==> config.mk <==
export PLATFORM = sky130hd
export DESIGN_NAME = sync_fifo_datapath_ctrl
export DESIGN_NICKNAME = d
export VERILOG_FILES = /design/src/sync_fifo_pkg.sv /design/src/fifo_ptr_align.sv /design/src/sync_fifo_datapath_ctrl.sv
export SDC_FILE = /design/constraint.sdc
export NUM_CORES = 1
export LEC_CHECK = 0
export BUFFER_PORTS_ARGS = -buffer_cell sky130_fd_sc_hd__buf_4
export CORE_AREA = 2 2 124 126
export CTS_CLUSTER_DIAMETER = 60
export CTS_CLUSTER_SIZE = 30
export DETAILED_ROUTE_END_ITERATION = 6
export DIE_AREA = 0 0 126 128
export PLACE_DENSITY = 0.67
export SETUP_SLACK_MARGIN = 0.05
export SLEW_MARGIN = 20
export SYNTH_ARGS = -nofsm -noshare
export SYNTH_HDL_FRONTEND = slang
export SYNTH_SLANG_ARGS = --single-unit
==> constraint.sdc <==
create_clock -name core_clk -period 3.7 [get_ports core_clk]
set_input_delay 0.185 -clock core_clk [delete_from_list [all_inputs] [get_ports core_clk]]
set_output_delay 0.185 -clock core_clk [all_outputs]
set_load 0.03 [all_outputs]
==> src/sync_fifo_pkg.sv <==
// Shared constants and carrier types for the sync, FIFO alignment and datapath control bank.
// Assumes an 8-bit register port driven by a serial control port engine on core_clk.
`default_nettype none

package sync_fifo_pkg;

  ////////////////////////////////////////////////////////////////////////////
  // Register offsets
  localparam logic [7:0] SYNC_CTRL_OFS      = 8'h10;  // Enable, rate, edge, averaging
  localparam logic [7:0] SYNC_PHASE_REQ_OFS = 8'h11;  // Requested phase after sync
  localparam logic [7:0] SYNC_FLAGS_OFS     = 8'h12;  // Lost and locked flags
  localparam logic [7:0] SYNC_READBACK_OFS  = 8'h13;  // Averaged phase, 6.2 format
  localparam logic [7:0] FIFO_OFS_CTRL_OFS  = 8'h17;  // Pointer phase offset
  localparam logic [7:0] FIFO_STATUS_OFS    = 8'h18;  // Warnings and alignment
  localparam logic [7:0] FIFO_LEVEL_OFS     = 8'h19;  // Thermometer fill level
  localparam logic [7:0] PATH_CTRL_OFS      = 8'h1B;  // Bypass and gain options

  ////////////////////////////////////////////////////////////////////////////
  // Field positions
  localparam int SYNC_EN_BIT      = 7;
  localparam int SYNC_RATE_BIT    = 6;
  localparam int SYNC_RISE_BIT    = 3;
  localparam int SYNC_LOST_BIT    = 7;
  localparam int SYNC_LOCKED_BIT  = 6;
  localparam int FIFO_WARN1_BIT   = 7;
  localparam int FIFO_WARN2_BIT   = 6;
  localparam int FIFO_ACK_BIT     = 2;
  localparam int FIFO_REQ_BIT     = 1;
  localparam int FIFO_HW_BIT      = 0;
  localparam int PATH_PREMOD_BIT  = 7;
  localparam int PATH_SINC_BIT    = 6;
  localparam int PATH_NCO_BIT     = 5;
  localparam int PATH_GAIN_BIT    = 3;
  localparam int PATH_PHDC_BIT    = 2;

  ////////////////////////////////////////////////////////////////////////////
  // Writable masks and reset values
  localparam logic [7:0] SYNC_CTRL_MASK   = 8'hCF;
  localparam logic [7:0] SYNC_CTRL_RST    = 8'h48;
  localparam logic [5:0] PHASE_REQ_RST    = 6'h00;
  localparam logic [2:0] FIFO_OFS_RST     = 3'h4;
  localparam logic [7:0] READBACK_RST     = 8'h00;

  ////////////////////////////////////////////////////////////////////////////
  // Carrier types
  typedef struct packed {
    logic bypass_premod;    // Quarter-rate premodulator skipped
    logic bypass_inv_sinc;  // Inverse sinc filter skipped
    logic bypass_nco;       // NCO skipped
    logic nco_half_gain;    // NCO input scaled by one half
    logic bypass_phase_dc;  // Phase compensation and dc offset skipped
  } path_ctrl_t;

  localparam path_ctrl_t PATH_CTRL_RST = '{1'b1, 1'b1, 1'b1, 1'b0, 1'b1};

  typedef struct packed {
    logic [2:0] wr_ptr;  // FIFO write pointer
    logic [2:0] rd_ptr;  // FIFO read pointer
  } fifo_ptr_t;

  typedef struct packed {
    logic       warn1;       // Pointers within one
    logic       warn2;       // Pointers within two
    logic       hw_aligned;  // Aligned after hardware reset
    logic       soft_done;   // One-cycle pulse, soft alignment finished
    logic [7:0] level;       // Thermometer fill level
  } fifo_stat_t;

endpackage : sync_fifo_pkg

`default_nettype wire

==> src/fifo_ptr_align.sv <==
// FIFO pointer pair with alignment on hardware reset and on soft request.
// Assumes pointer advance strobes come from logic on core_clk.
`timescale 1ns/10ps
`default_nettype none

module fifo_ptr_align (
  input  wire logic                    core_clk,
  input  wire logic                    nrst,
  input  wire logic                    wr_adv,
  input  wire logic                    rd_adv,
  input  wire logic [2:0]              phase_ofs,
  input  wire logic                    soft_req,
  output var  sync_fifo_pkg::fifo_ptr_t ptrs,
  output var  sync_fifo_pkg::fifo_stat_t stat
);

  ////////////////////////////////////////////////////////////////////////////
  // State
  typedef struct packed {
    sync_fifo_pkg::fifo_ptr_t  ptrs;     // Pointer pair
    sync_fifo_pkg::fifo_stat_t stat;     // Flags and level
    logic                      hw_pend;  // Alignment after reset still due
  } align_state_t;

  align_state_t state_reg;   // Registered state
  align_state_t state_next;  // Next state
  logic [2:0]   diff_next;   // Write minus read, modulo 8
  logic [7:0]   therm_next;  // Level as thermometer

  // One level bit per position
  for (genvar i = 0; i < 8; i++) begin : g_therm
    assign therm_next[i] = (diff_next > 3'(i));
  end

  ////////////////////////////////////////////////////////////////////////////
  // Next-state logic
  always_comb begin
    state_next = state_reg;
    state_next.stat.soft_done = 1'b0;
    // Pointers advance unless an alignment overrides the writer
    state_next.ptrs.rd_ptr = state_reg.ptrs.rd_ptr + 3'(rd_adv);
    state_next.ptrs.wr_ptr = state_reg.ptrs.wr_ptr + 3'(wr_adv);
    if (state_reg.hw_pend || soft_req) begin
      // Writer placed at the offset ahead of the reader
      state_next.ptrs.wr_ptr = state_next.ptrs.rd_ptr + phase_ofs;
      state_next.hw_pend = 1'b0;
      if (state_reg.hw_pend) begin
        state_next.stat.hw_aligned = 1'b1;
      end
      if (soft_req) begin
        state_next.stat.soft_done = 1'b1;
      end
    end
    diff_next = state_next.ptrs.wr_ptr - state_next.ptrs.rd_ptr;
    // Near-collision warnings, wrap counted both ways
    state_next.stat.warn1 = (diff_next == 3'h0) || (diff_next == 3'h1) || (diff_next == 3'h7);
    state_next.stat.warn2 = state_next.stat.warn1 || (diff_next == 3'h2) || (diff_next == 3'h6);
    state_next.stat.level = therm_next;
  end

  ////////////////////////////////////////////////////////////////////////////
  // Registers
  always_ff @(posedge core_clk or negedge nrst) begin
    if (!nrst) begin
      state_reg <= '{ptrs: '0, stat: '0, hw_pend: 1'b1};
    end else begin
      state_reg <= state_next;
    end
  end

  assign ptrs = state_reg.ptrs;
  assign stat = state_reg.stat;

endmodule : fifo_ptr_align

`default_nettype wire

==> src/sync_fifo_datapath_ctrl.sv <==
// Register bank for multichip sync, FIFO pointer alignment and datapath options.
// Assumes the serial port engine presents one-cycle register writes on core_clk,
// and that core_clk stands for the converter_sample_clock.
//
// Operation
// - Average 1 to 128 sync samples, 3-bit code
// - Sync measurement and frame_start run only while enabled
// - Apply requested 0-63 cycle phase after sync
// - Lost flag in bit 7 after lock lost
// - Locked flag in bit 6 once locked
// - Report averaged phase, 8-bit 6.2 format
// - FIFO reset puts writer offset ahead, default 4
// - Warning bit 7 when pointers within one
// - Warning bit 6 when pointers within two
// - Writing status bit 1 realigns pointers
// - Bit 2 acknowledges soft alignment done
// - Bit 0 set after hardware reset alignment
// - FIFO level as 8-bit thermometer code
// - Bits 7,6,5 bypass premod, sinc, NCO
// - Bit 3 halves NCO input to modulator
// - Bit 2 bypasses phase and dc stage
`timescale 1ns/10ps
`default_nettype none

module sync_fifo_datapath_ctrl (
  input  wire logic                      core_clk,
  input  wire logic                      nrst,
  input  wire logic                      reg_wr,
  input  wire logic [7:0]                reg_addr,
  input  wire logic [7:0]                reg_wdata,
  output var  logic [7:0]                reg_rdata,
  input  wire logic                      sync_in,
  input  wire logic                      fifo_wr_adv,
  input  wire logic                      fifo_rd_adv,
  input  wire logic signed [15:0]        nco_in,
  output var  logic signed [15:0]        nco_scaled,
  output var  logic                      frame_start,
  output var  sync_fifo_pkg::path_ctrl_t path_ctrl,
  output var  sync_fifo_pkg::fifo_ptr_t  fifo_ptrs
);

  ////////////////////////////////////////////////////////////////////////////
  // State
  typedef struct packed {
    logic [7:0]                sync_ctrl;   // Enable, rate, edge, averaging
    logic [5:0]                phase_req;   // Requested phase after sync
    logic [2:0]                fifo_ofs;    // Pointer phase offset
    sync_fifo_pkg::path_ctrl_t path;        // Bypass and gain options
    logic                      soft_pend;   // Soft alignment requested, not done
    logic                      soft_go;     // One-cycle request to the aligner
    logic                      soft_ack;    // Soft alignment acknowledged
    logic                      sync_meta;   // First synchroniser stage
    logic                      sync_lvl;    // Second synchroniser stage
    logic                      sync_prev;   // Previous synchronised level
    logic [5:0]                frame_cnt;   // Output frame phase
    logic [7:0]                avg_cnt;     // Samples taken this round
    logic [12:0]               acc;         // Sum of sampled phases
    logic [7:0]                readback;    // Averaged phase, 6.2
    logic                      locked;      // Sync attained
    logic                      lost;        // Sync attained, then lost
    logic                      frame_start; // Frame boundary pulse
    logic signed [15:0]        nco_scaled;  // Scaled NCO sample
    logic [7:0]                rdata;       // Read data
  } ctrl_state_t;

  ctrl_state_t               state_reg;   // Registered state
  ctrl_state_t               state_next;  // Next state
  sync_fifo_pkg::fifo_stat_t fstat;       // Aligner flags
  sync_fifo_pkg::fifo_ptr_t  fptrs;       // Aligner pointers

  // Combinational helpers, given values at the top of the process
  logic        sync_en;     // Sync logic enabled
  logic        sync_edge;   // Chosen edge of the sync input
  logic [5:0]  sample;      // Phase taken at this edge
  logic [12:0] acc_sum;     // Sum including this sample
  logic [7:0]  avg_need;    // Samples per average
  logic [14:0] avg_scaled;  // Sum in quarter cycles after divide by the sample count
  logic [7:0]  avg_val;     // Averaged phase, 6.2
  logic        wr_hit;      // Register write strobe for decode

  ////////////////////////////////////////////////////////////////////////////
  // Pointer aligner
  fifo_ptr_align u_align (
    .core_clk  (core_clk),
    .nrst      (nrst),
    .wr_adv    (fifo_wr_adv),
    .rd_adv    (fifo_rd_adv),
    .phase_ofs (state_reg.fifo_ofs),
    .soft_req  (state_reg.soft_go),
    .ptrs      (fptrs),
    .stat      (fstat)
  );

  ////////////////////////////////////////////////////////////////////////////
  // Next-state logic
  always_comb begin
    state_next = state_reg;
    sync_en    = state_reg.sync_ctrl[sync_fifo_pkg::SYNC_EN_BIT];
    sample     = '0;
    acc_sum    = '0;
    avg_scaled = '0;
    avg_val    = '0;
    wr_hit     = reg_wr;
    avg_need   = 8'h01 << state_reg.sync_ctrl[2:0];

    // Sync pin through two flops before any use
    state_next.sync_meta = sync_in;
    state_next.sync_lvl  = state_reg.sync_meta;
    state_next.sync_prev = state_reg.sync_lvl;
    sync_edge = state_reg.sync_ctrl[sync_fifo_pkg::SYNC_RISE_BIT]
              ? (state_reg.sync_lvl && !state_reg.sync_prev)
              : (!state_reg.sync_lvl && state_reg.sync_prev);

    // Frame phase runs freely between sync edges
    state_next.frame_cnt   = state_reg.frame_cnt + 6'h01;
    state_next.frame_start = sync_en && (state_reg.frame_cnt == 6'h3F);

    if (!sync_en) begin
      // Disabled: no measurement, no flags
      state_next.locked  = 1'b0;
      state_next.lost    = 1'b0;
      state_next.acc     = '0;
      state_next.avg_cnt = '0;
    end else if (sync_edge) begin
      // Unlocked edges re-seat the frame at the requested phase
      if (!state_reg.locked) begin
        state_next.frame_cnt = state_reg.phase_req + 6'h01;
        sample = state_reg.phase_req;
      end else begin
        sample = state_reg.frame_cnt;
      end
      acc_sum = state_reg.acc + 13'(sample);
      if (state_reg.avg_cnt + 8'h01 == avg_need) begin
        // Average in quarter cycles; shift keeps the fraction
        avg_scaled = {acc_sum, 2'b00} >> state_reg.sync_ctrl[2:0];
        avg_val    = avg_scaled[7:0];
        state_next.readback = avg_val;
        state_next.acc      = '0;
        state_next.avg_cnt  = '0;
        if (avg_val == {state_reg.phase_req, 2'b00}) begin
          state_next.locked = 1'b1;
        end else begin
          state_next.locked = 1'b0;
          if (state_reg.locked) begin
            state_next.lost = 1'b1;
          end
        end
      end else begin
        state_next.acc     = acc_sum;
        state_next.avg_cnt = state_reg.avg_cnt + 8'h01;
      end
    end

    // Soft alignment handshake; completion outranks a clear
    state_next.soft_go = 1'b0;
    if (wr_hit && reg_addr == sync_fifo_pkg::FIFO_STATUS_OFS
        && reg_wdata[sync_fifo_pkg::FIFO_REQ_BIT]) begin
      state_next.soft_pend = 1'b1;
      state_next.soft_go   = 1'b1;
      state_next.soft_ack  = 1'b0;
    end
    if (fstat.soft_done) begin
      state_next.soft_pend = 1'b0;
      state_next.soft_ack  = 1'b1;
    end

    // Writes reach only the writable fields
    if (wr_hit) begin
      unique case (reg_addr)
        sync_fifo_pkg::SYNC_CTRL_OFS: begin
          state_next.sync_ctrl = reg_wdata & sync_fifo_pkg::SYNC_CTRL_MASK;
          // Restart averaging, so a shorter length never strands the sample count
          state_next.acc       = '0;
          state_next.avg_cnt   = '0;
        end
        sync_fifo_pkg::SYNC_PHASE_REQ_OFS: begin
          state_next.phase_req = reg_wdata[5:0];
        end
        sync_fifo_pkg::FIFO_OFS_CTRL_OFS: begin
          state_next.fifo_ofs = reg_wdata[2:0];
        end
        sync_fifo_pkg::PATH_CTRL_OFS: begin
          state_next.path.bypass_premod   = reg_wdata[sync_fifo_pkg::PATH_PREMOD_BIT];
          state_next.path.bypass_inv_sinc = reg_wdata[sync_fifo_pkg::PATH_SINC_BIT];
          state_next.path.bypass_nco      = reg_wdata[sync_fifo_pkg::PATH_NCO_BIT];
          state_next.path.nco_half_gain   = reg_wdata[sync_fifo_pkg::PATH_GAIN_BIT];
          state_next.path.bypass_phase_dc = reg_wdata[sync_fifo_pkg::PATH_PHDC_BIT];
        end
        default: begin
          // Status addresses and unmapped space take no write
          state_next.rdata = state_next.rdata;
        end
      endcase
    end

    // NCO input to the modulator, halved on request
    state_next.nco_scaled = state_reg.path.nco_half_gain ? (nco_in >>> 1) : nco_in;

    // Read data, one cycle after the address
    unique case (reg_addr)
      sync_fifo_pkg::SYNC_CTRL_OFS:      state_next.rdata = state_reg.sync_ctrl;
      sync_fifo_pkg::SYNC_PHASE_REQ_OFS: state_next.rdata = {2'b00, state_reg.phase_req};
      sync_fifo_pkg::SYNC_FLAGS_OFS:     state_next.rdata = {state_reg.lost, state_reg.locked, 6'h00};
      sync_fifo_pkg::SYNC_READBACK_OFS:  state_next.rdata = state_reg.readback;
      sync_fifo_pkg::FIFO_OFS_CTRL_OFS:  state_next.rdata = {5'h00, state_reg.fifo_ofs};
      sync_fifo_pkg::FIFO_STATUS_OFS:    state_next.rdata = {fstat.warn1, fstat.warn2, 3'h0, state_reg.soft_ack,
                                                             state_reg.soft_pend, fstat.hw_aligned};
      sync_fifo_pkg::FIFO_LEVEL_OFS:     state_next.rdata = fstat.level;
      sync_fifo_pkg::PATH_CTRL_OFS:      state_next.rdata = {state_reg.path.bypass_premod,
                                                             state_reg.path.bypass_inv_sinc,
                                                             state_reg.path.bypass_nco, 1'b0,
                                                             state_reg.path.nco_half_gain,
                                                             state_reg.path.bypass_phase_dc, 2'b00};
      default:                           state_next.rdata = 8'h00;
    endcase
  end

  ////////////////////////////////////////////////////////////////////////////
  // Registers
  always_ff @(posedge core_clk or negedge nrst) begin
    if (!nrst) begin
      state_reg           <= '0;
      state_reg.sync_ctrl <= sync_fifo_pkg::SYNC_CTRL_RST;
      state_reg.phase_req <= sync_fifo_pkg::PHASE_REQ_RST;
      state_reg.fifo_ofs  <= sync_fifo_pkg::FIFO_OFS_RST;
      state_reg.path      <= sync_fifo_pkg::PATH_CTRL_RST;
      state_reg.readback  <= sync_fifo_pkg::READBACK_RST;
    end else begin
      state_reg <= state_next;
    end
  end

  // Outputs straight from flops
  assign reg_rdata   = state_reg.rdata;
  assign nco_scaled  = state_reg.nco_scaled;
  assign frame_start = state_reg.frame_start;
  assign path_ctrl   = state_reg.path;
  assign fifo_ptrs   = fptrs;

  ////////////////////////////////////////////////////////////////////////////
  // Checks
  sync_idle_a: assert property (@(posedge core_clk) disable iff (!nrst)
    !state_reg.sync_ctrl[sync_fifo_pkg::SYNC_EN_BIT] |=> !state_reg.locked && !state_reg.lost)
    else $error("sync flags active while disabled");

  avg_count_a: assert property (@(posedge core_clk) disable iff (!nrst)
    state_reg.avg_cnt < (8'h01 << state_reg.sync_ctrl[2:0]))
    else $error("sample count beyond averaging length");

  frame_seat_a: assert property (@(posedge core_clk) disable iff (!nrst)
    sync_en && sync_edge && !state_reg.locked && !wr_hit
    |=> state_reg.frame_cnt == $past(state_reg.phase_req) + 6'h01)
    else $error("frame not seated at requested phase");

  lost_cause_a: assert property (@(posedge core_clk) disable iff (!nrst)
    $rose(state_reg.lost) |-> $past(state_reg.locked) && !state_reg.locked)
    else $error("lost flag without prior lock");

  lock_match_a: assert property (@(posedge core_clk) disable iff (!nrst)
    $rose(state_reg.locked) |-> state_reg.readback[1:0] == 2'b00)
    else $error("lock on fractional phase");

  ptr_offset_a: assert property (@(posedge core_clk) disable iff (!nrst)
    state_reg.soft_go |=> (fptrs.wr_ptr - fptrs.rd_ptr) == $past(state_reg.fifo_ofs))
    else $error("pointer offset wrong after alignment");

  warn_near_a: assert property (@(posedge core_clk) disable iff (!nrst)
    fstat.warn1 |-> fstat.warn2)
    else $error("warning one without warning two");

  soft_ack_a: assert property (@(posedge core_clk) disable iff (!nrst)
    state_reg.soft_go |-> ##[1:2] state_reg.soft_ack)
    else $error("soft alignment not acknowledged");

  hw_align_a: assert property (@(posedge core_clk) disable iff (!nrst)
    $past(nrst) |-> fstat.hw_aligned)
    else $error("no alignment after hardware reset");

  level_therm_a: assert property (@(posedge core_clk) disable iff (!nrst)
    $countones(fstat.level) == 32'(3'(fptrs.wr_ptr - fptrs.rd_ptr)))
    else $error("level does not match pointers");

  nco_half_a: assert property (@(posedge core_clk) disable iff (!nrst)
    state_reg.path.nco_half_gain && $stable(state_reg.path) |=> nco_scaled == ($past(nco_in) >>> 1))
    else $error("NCO input not halved");

  ro_ignore_a: assert property (@(posedge core_clk) disable iff (!nrst)
    reg_wr && reg_addr == sync_fifo_pkg::SYNC_READBACK_OFS && !sync_edge |=> $stable(state_reg.readback))
    else $error("read-only readback changed by write");

endmodule : sync_fifo_datapath_ctrl

`default_nettype wire

# [Word-level counts from Yosys, hierarchy flattened]
# Index checks and enable logic that the tools add are counted.
[totals] register_bits=107 output_inout_bits=36
[classes] add_sub_neg=8 magnitude_cmp=8 n_eq_ne=19 shifts=2 muxes=24 reduce_logical=22
[op_table] operator="21-bit 2-to-1 mux" n=4
[op_table] operator="8-bit by 5-bit == test with 1-bit output (second input constant)" n=8
[op_table] operator="8-bit one-hot mux with 8 select lines" n=1
[op_table] operator="37-bit 2-to-1 mux" n=1
[op_table] operator="6-bit 2-to-1 mux" n=5
[op_table] operator="8-bit == test" n=2
[op_table] operator="15-bit 2-to-1 mux" n=1
[op_table] operator="15-bit by 3-bit right shift with 8-bit output" n=1
[op_table] operator="13-bit by 6-bit adder with 13-bit output" n=1
[op_table] operator="6-bit by 1-bit adder with 6-bit output (second input constant)" n=2
[op_table] operator="3-bit > comparator (second input constant)" n=4
[op_table] operator="2-bit AND reduction" n=6
[op_table] operator="10-bit 2-to-1 mux" n=1
[op_table] operator="8-bit by 1-bit adder with 8-bit output (second input constant)" n=1
[op_table] operator="1-bit 2-to-1 mux" n=8
[op_table] operator="1-bit by 3-bit << shifter with 8-bit output (first input constant)" n=1
[op_table] operator="3-bit by 1-bit adder with 3-bit output" n=2
[op_table] operator="3-bit == test (second input constant)" n=2
[op_table] operator="6-bit == test (second input constant)" n=1
[op_table] operator="3-bit by 1-bit > comparator with 1-bit output (second input constant)" n=2
[op_table] operator="3-bit by 2-bit > comparator with 1-bit output (second input constant)" n=2
[op_table] operator="3-bit 2-to-1 mux" n=2
[op_table] operator="1-bit logical AND" n=5
[op_table] operator="1-bit logical OR" n=5
[op_table] operator="other kinds (12)" n=15

# [Depth between registers and ports, before layout]
# Gate-level depths: netlist of run 1.
[depth] ltp_word=14 ltp_mapped=15

# [By module]
# A second synthesis of run 1 with hierarchy kept.
[hier_totals] hier_cells=700 area_unflattened_um2=6869.1
[modules_own_cells] mod="sync_fifo_datapath_ctrl" instances=1 cells_each=629 area_per_inst_um2=5929.4 seq_area_each_um2=2210.9
[modules_own_cells] mod="fifo_ptr_align" instances=1 cells_each=71 area_per_inst_um2=939.7 seq_area_each_um2=476.7

# [Worst setup path before layout of run 1]
# Ideal clock, no wire load.
[synth_path] kind="reg-to-reg" startpoint="register state_reg[26] (netlist bit)" endpoint="register state_reg[25] (netlist bit)" setup_time_ps=119 t_arrival_ps=3627 slack_ps=-46 path_stages_with_launch=14 path_cell_list="dfrtp_1 -> clkbuf_1 -> mux2_2 -> ha_1 -> fa_1 -> a21o_1 -> a2111oi_0 -> nor4_1 -> o211a_1 -> a32o_1 -> nor4_2 -> o221ai_1 -> or4_1 -> o21a_1"
[synth_between] elab_chain_len=8 elab_cells_between_ends=9 classes_between="add/sub (1); eq/ne (3); shift (1); mux (3); reduce/logical (1)"
[synth_lines] item="start: declaration" line_no="sync_fifo_datapath_ctrl.sv:66" rtl="ctrl_state_t state_reg;"
[synth_lines] item="start signal: assignment" line_no="sync_fifo_datapath_ctrl.sv:229" rtl="state_reg <= state_next;"
[synth_lines] item="6-bit 2-to-1 mux" line_no="sync_fifo_datapath_ctrl.sv:126" rtl="if (!state_reg.locked) begin"
[synth_lines] item="6-bit 2-to-1 mux" line_no="sync_fifo_datapath_ctrl.sv:124" rtl="end else if (sync_edge) begin"
[synth_lines] item="6-bit 2-to-1 mux" line_no="sync_fifo_datapath_ctrl.sv:118" rtl="if (!sync_en) begin"
[synth_lines] item="13-bit by 6-bit adder with 13-bit output" line_no="sync_fifo_datapath_ctrl.sv:132" rtl="acc_sum = state_reg.acc + 13'(sample);"
[synth_lines] item="15-bit by 3-bit right shift with 8-bit output" line_no="sync_fifo_datapath_ctrl.sv:135" rtl="avg_scaled = {acc_sum, 2'b00} >> state_reg.sync_ctrl[2:0];"
[synth_lines] item="8-bit == test" line_no="sync_fifo_datapath_ctrl.sv:140" rtl="if (avg_val == {state_reg.phase_req, 2'b00}) begin"
[synth_lines] item="2-bit != test (no source line)"
[synth_lines] item="4-bit AND reduction (no source line) *"
# Every way passes the cells marked *; elsewhere a longest branch is shown, timed or not. The select of a mux whose other input is x is not followed.
# A chain may end at the register's enable or synchronous reset.

# [Worst setup path after layout of run 1]
# Ends and elaborated chain as after synthesis.

==> results.ini, run 1 <==
[cts]
numCtsBuffers=9
cts.clk_slew.worst_paths_ps=90
clock_latency_ps=370
cts_root_buf=clkbuf_16
clock_sinks=107
cts_buffer_depth=2
htree_levels=3
tritoncts=yes

[yosys]
ys.flop_type=dfrtp_1
synth.distinct_cells=81
ys_seq_area_share_pct=41.1
avgSynthCellArea_sq_um=9.64
synthesis.area_sq_um=6540
postSynthCellCount=679
ys_seq_elements=107
synth_edf_count=0
synth_area_leaders=dfrtp_1 (38%), mux2_2 (7.4%), buf_4 (4.4%)
yosysTopAreaCell=dfrtp_1
ys_warn_count=0
ys_async_sr_fraction_pct=100
yosysTopAreaCellShare_pct=37.9

[grt]
grt.total_usage_pct=21.8
grt_overflow=0
grt_pass1_wl_mm=27.9
antenna_found_initial=0
grt_start_max_net_pins=44
grt_pass1_vias=5352

[power]
p_leak_nw=3.48
power_mw=3.54
power_density_nw_per_um2=458
peakVddDrop_mv=0.383

[timing]
worst_pin_slew_ps=800
rsz0062_at_grt=yes
finalHoldViolCount=0
timing.final.crit_share_pct=97.4
clock_skew_ps=16.4
min_period_ps=3600
setup_viol=0
slew_headroom_pct=46.7
slew_viol_final=0
max_freq_ghz=0.277

[placed_design]
placed_cell_area_sq_um=7220
port_buffers=73
dp.final_hpwl_mm=12.7
gp_congestion=0.920
place_inst=908

[setup_path]
crit_path_end_kind=flop
cp.arrival_ps=3860
path_buf_inv=2
cp_common_cell=buf_4
crit_type=flop to flop
slowest_delay_ps=450
critical_path.cell_chain=buf_4, mux2_2, ha_4, buf_4, nand4_1, a21boi_2, nor2_1, a2111o_1, nor4_2, o221ai_1, or4_4, o21a_1
critPathMaxFanout=6
critPathTopFamily=simple AND/OR/NAND/NOR gates
cp_data_required_time_ps=3950
startpoint_type=flop
cp_slowest_cell=or4_4

[hold_path]
hold_path.class=input pin to flop

[floorplan]
die-area_sq_um=16100
die_w_microns=126
start_util_pct=44.0
die_height_microns=128
core-area_sq_um=14900
rows=45
pin_count=74

[final_layout]
final_nets=792
post-route-util_pct=51.9
antenna_cells=0
layout-drive-gt1-share_pct=30.6
syn2layout_area_growth_pct=18.0
final_area_sq_um=7720
layout.cells.non_filler=929
largest_reg_flops=56

[flow_run]
maxCapViolCount=0

[route]
first_pass_iters=5
finalWirelength_mm=17.4
drcViolationCount=0
vias=5380
wire_per_inst_microns=18.7
ant_nets=0
vias_per_cell=5.79
drtIter0Drc=435

[outcome]
status=complete, no violations

## report_power, final
| group | leakage [nW] | switching (mW) | internal [mW] |
|---|---|---|---|
| logic | 1.99 | 0.626 | 0.481 |
| clock network | 0.153 | 0.517 | 0.492 |
| registers | 1.34 | 0.0903 | 1.33 |
| total | 3.48 | 1.23 | 2.30 |
## per-stage QoR
stage	worst slack (ps)	setup TNS [ps]	hold slack (ps)
2_1_floorplan	76.2	0	-111
3_3_place_gp	-12.6	-12.6	219
3_5_place_dp	-95.5	-97.3	226
4_1_cts	62.9	0	44.8
5_1_grt	-33.7	-33.7	37.4
6_report	95.7	0	53.5
## final timing paths
check | depth (start not counted) | endpoint | slack [ps] | from
setup reg to reg | 12 | state_reg[25]$_DFFE_PN0P_ | 100 | state_reg[26]$_DFFE_PN0P_
min in group asynchronous | 2 | state_reg[43]$_DFF_PN0_ | 350 | nrst
setup / recovery | 12 | state_reg[25]$_DFFE_PN0P_ | 100 | state_reg[26]$_DFFE_PN0P_
hold / removal | 2 | nco_scaled[13]$_DFF_PN0_ | 50 | nco_in[13]
hold reg to reg | 0 | state_next[62]$_DFF_PN0_ | 350 | state_next[63]$_DFF_PN0_
max in group asynchronous | 3 | state_reg[26]$_DFFE_PN0P_ | 2400 | nrst
## final cells by class
cell class                 count  area [sq um]
fill                        1375          7140
multi-input combinational    479          3490
sequential                   107          2690
timing repair buffer         124           938
tap                          188           235
clock buffer                   9           225
clock inverter                 7          88.8
inverter                      15          56.3
## per-layer routing
| layer | GRT usage [%] | up-vias | share of wire (%) |
|---|---|---|---|
| li1 | - | 2523 | - |
| met1 | 30.0 | 2673 | 47 |
| met2 | 35.7 | 155 | 47 |
| met3 | 3.21 | 29 | 4.2 |
| met4 | 6.66 | 0 | 1.8 |
| met5 | 0 | - | 0 |
## placed cells by master, fill, tap and decap left out, types with 4 or more instances in the layout
| cell | n |
|---|---|
| nand3_2 | 4 |
| clkbuf_16 | 9 |
| buf_4 | 121 |
| a21oi_1 | 23 |
| nand2_1 | 42 |
| and2_1 | 9 |
| and3_1 | 4 |
| xor2_1 | 12 |
| dfstp_2 | 8 |
| nor2_1 | 65 |
| o21ai_0 | 28 |
| dfrtp_1 | 98 |
| xnor2_1 | 15 |
| nand3_1 | 24 |
| o31ai_1 | 6 |
| or2_2 | 4 |
| a22oi_1 | 18 |
| a21o_1 | 11 |
| mux2i_1 | 17 |
| ha_1 | 10 |
| a31oi_1 | 13 |
| nand4_1 | 4 |
| o22ai_1 | 4 |
| mux2_2 | 42 |
| or3_1 | 4 |
| nor3_1 | 13 |
| nand2b_1 | 7 |
| inv_1 | 15 |
| a211oi_1 | 7 |
| o21ai_1 | 5 |
## repair_timing
item	CTS	global route
buffers inserted	2	0
setup endpoints to repair	2	2
gates cloned	0	0
hold endpoints to repair	41	0
resized for setup	13	16
pin swaps	2	2
hold buffers	3	0
## logic make-up after synthesis
| logic type | share of synthesized area (%) |
|---|---|
| compound gates | 17.5 |
| xor+xnor | 3.75 |
| fa+ha+maj | 3.79 |
| buf+inv | 7.88 |
| flops | 41.1 |
| mux | 10.5 |
| other cells | 0.0573 |
| simple gates | 15.5 |
## Yosys cell counts, drive strengths merged (4+ instances only)
cell type	n
nand4	4
o22ai	4
or2	6
nand2b	7
nor3	15
and3	4
nand2	42
mux2i	17
a21boi	5
and2	9
nor3b	5
o21ai	34
inv	15
clkbuf	30
a21oi	26
a22oi	18
a2111oi	4
dfstp	8
xnor2	15
nand3	28
mux2	44
o31ai	6
nor2	65
or3	4
a211oi	9
xor2	13
ha	15
buf	49
dfrtp	99
a31oi	13
a21o	11
No activity file was read; power rests on OpenSTA's default activity.
==> inputs of run 2 (changes only) <==
PLACE_DENSITY = 0.64   (was 0.67)
clock period = 3.4 ns   (was 3.7 ns; I/O delays follow)
==> run 2 against run 1 <==
The flow now finishes with violations (setup timing). Die area unchanged. Register-to-register slack worse by 340 ps. Final area up 2.8%. Via count up 1.2%. First-iteration DRC count down 11%. Sequential power up 8%. Flip-flop and latch count unchanged. Wire length down 0.56%. Sequential share of layout area down 0.93 points. Highest routed layer unchanged.
==> results.ini, run 2 (synthesized netlist as in run 1, its figures left out) <==
[grt]
grt_start_max_net_pins=62  ; was 44
grt.total_usage_pct=21.8  ; about the same
grt_overflow=0  ; unchanged
busiest_layer=met2  ; unchanged
antenna_found_initial=0  ; unchanged
grt_use_met2_pct=34.5  ; was 35.7%
grt_pass1_wl_mm=27.9  ; about the same
grt_pass1_vias=5297  ; was 5352
grtUsageMet1_pct=31.2  ; was 30.0%
use_met3_pct=3.38  ; was 3.21%

[setup_path]
crit_path_end_kind=flop  ; unchanged
cp.arrival_ps=3890  ; was 3860 ps
rr_worst_depth=12  ; unchanged
cp_data_required_time_ps=3650  ; was 3950 ps
crit_type=flop to flop  ; unchanged
critPathMaxFanout=6  ; unchanged
startpoint_type=flop  ; unchanged

[outcome]
status=complete, but fails checks  ; was complete, no violations
violations=setup timing

[hold_path]
hold_path.class=input pin to flop  ; unchanged
whs_path_depth=2  ; unchanged

[floorplan]
start_util_pct=44.0  ; unchanged
die-area_sq_um=16100  ; unchanged
pin_count=74  ; unchanged
core-area_sq_um=14900  ; unchanged
die_height_microns=128  ; unchanged
die_w_microns=126  ; unchanged
rows=45  ; unchanged

[final_layout]
multi_input_area_sq_um=3460  ; was 3490 sq um
layout.cells.non_filler=957  ; was 929
layout-drive-gt1-share_pct=32.9  ; was 30.6%
syn2layout_area_growth_pct=21.3  ; was 18.0%
final_nets=820  ; was 792
ff_latch_area_sq_um=2690  ; unchanged
final_cell_mix=buf_4 (147), dfrtp_1 (98), nor2_1 (63), nand2_1 (42), mux2_2 (42)  ; was buf_4 (121), dfrtp_1 (98), nor2_1 (65), nand2_1 (42), mux2_2 (42)
layout_commonest_cell=buf_4  ; unchanged
post-route-util_pct=53.4  ; was 51.9%
antenna_cells=0  ; unchanged
num-fill-cells=1385  ; was 1375
largest_reg_flops=56  ; unchanged

[placed_design]
port_buffers=73  ; unchanged
dp.final_hpwl_mm=12.8  ; was 12.7 mm
place_inst=935  ; was 908
gp_congestion=0.913  ; was 0.920

[flow_run]
maxCapViolCount=0  ; unchanged

[timing]
fin_tns_setup_ps=-387  ; was 0 ps
setup_viol=2  ; was 0
worst_pin_slew_ps=780  ; was 800 ps
setup_ws_ps=-240  ; was 95.7 ps
max_freq_ghz=0.275  ; was 0.277 GHz
finalHoldViolCount=0  ; unchanged
slew_viol_final=0  ; unchanged
slew_headroom_pct=48.0  ; was 46.7%
rsz0062_at_grt=yes  ; unchanged
clock_skew_ps=6.39  ; was 16.4 ps
min_period_ps=3640  ; was 3600 ps
timing.final.crit_share_pct=107  ; was 97.4%

[cts]
cts.clk_slew.worst_paths_ps=80  ; was 90 ps
clock_latency_ps=360  ; was 370 ps
htree_levels=3  ; unchanged
tritoncts=yes  ; unchanged
cts_root_buf=clkbuf_16  ; unchanged
numCtsBuffers=9  ; unchanged
cts_buffer_depth=2  ; unchanged
clock_sinks=107  ; unchanged

[route]
first_pass_iters=5  ; unchanged
ant_nets=0  ; unchanged
vias=5443  ; was 5380
vias_per_cell=5.69  ; was 5.79
drtIter0Drc=387  ; was 435
wire_per_inst_microns=18.0  ; was 18.7 microns
finalWirelength_mm=17.3  ; was 17.4 mm
drcViolationCount=0  ; unchanged

[power]
p_leak_nw=3.64  ; was 3.48 nW
power_density_nw_per_um2=502  ; was 458 nW/um^2
power_mw=3.98  ; was 3.54 mW
peakVddDrop_mv=0.459  ; was 0.383 mV

-- run 2: cell count changes in the layout (fill, tap and decap cells not counted), moves of 2 or more --
cell | before | now
ha_4 | 3 | 1
nor2_1 | 65 | 63
buf_4 | 121 | 147
ha_1 | 10 | 12
nor2_2 | 0 | 2
-- run 2: worst paths after layout --
path	start	end	slack [ps]
worst min-delay path	reg_wdata[6]	path_ctrl[3]$_DFFE_PN1P_	50
max in group asynchronous	nrst	path_ctrl[2]$_DFFE_PN1P_	2080
worst max register to register	state_reg[26]$_DFFE_PN0P_	state_reg[25]$_DFFE_PN0P_	-240
worst min register to register	state_next[63]$_DFF_PN0_	state_next[62]$_DFF_PN0_	360
worst max-delay path	state_reg[26]$_DFFE_PN0P_	state_reg[25]$_DFFE_PN0P_	-240
min in group asynchronous	nrst	state_reg[53]$_DFF_PN0_	430
-- run 2: what timing repair did --
item / 4_1_cts / 5_1_grt
setup buffers: 3 / 0
hold buffers: 3 / 0
pin swaps: 2 / 1
endpoints found under the hold margin: 56 / 0
resized for setup: 9 / 12
endpoints found under the setup margin: 3 / 5
cloned: 0 / 0
-- run 2: area by class of cell --
cell class	instances	area share [%]
well taps	188	2.96
clock inverters	7	1.36
multi-input cells	479	43.7
flip-flops and latches	107	33.9
clock buffers	9	2.84
repair buffers	152	14.6
inverters	15	0.710
-- run 2: where the power goes --
group / switching, mW / total, mW / internal [mW]
Sequential: 0.0909 / 1.54 / 1.45
Combinational: 0.727 / 1.30 / 0.576
Clock: 0.543 / 1.14 / 0.599
Total: 1.36 / 3.98 / 2.62
-- run 2: layer usage --
layer,share of wire (%),up-vias
met1,47,2696
met2,47,140
met3,4.1,20
met4,1.6,0
met5,0,-
li1,-,2587
-- run 2: metrics by stage --
stage          hold WS [ps]  cell area, sq um  setup slack [ps]
2_1_floorplan          -126              6580             -64.4
3_3_place_gp            280              7460              -251
3_5_place_dp            281              7460              -310
4_1_cts                33.5              7890              -244
5_1_grt                30.5              7930              -363
6_report               47.6              7930              -240
-- run 2: worst max-delay path, cell delays in order, from the launching register on --
cell and delay (ps):
dfrtp_2 460, mux2_4 330, ha_4 170, fa_2 390, a21o_1 220, a2111oi_4 370, nor4_2 90, o211a_1 250
a32o_1 250, nor4_2 180, o221ai_1 170, or4_4 450, o21a_1 200
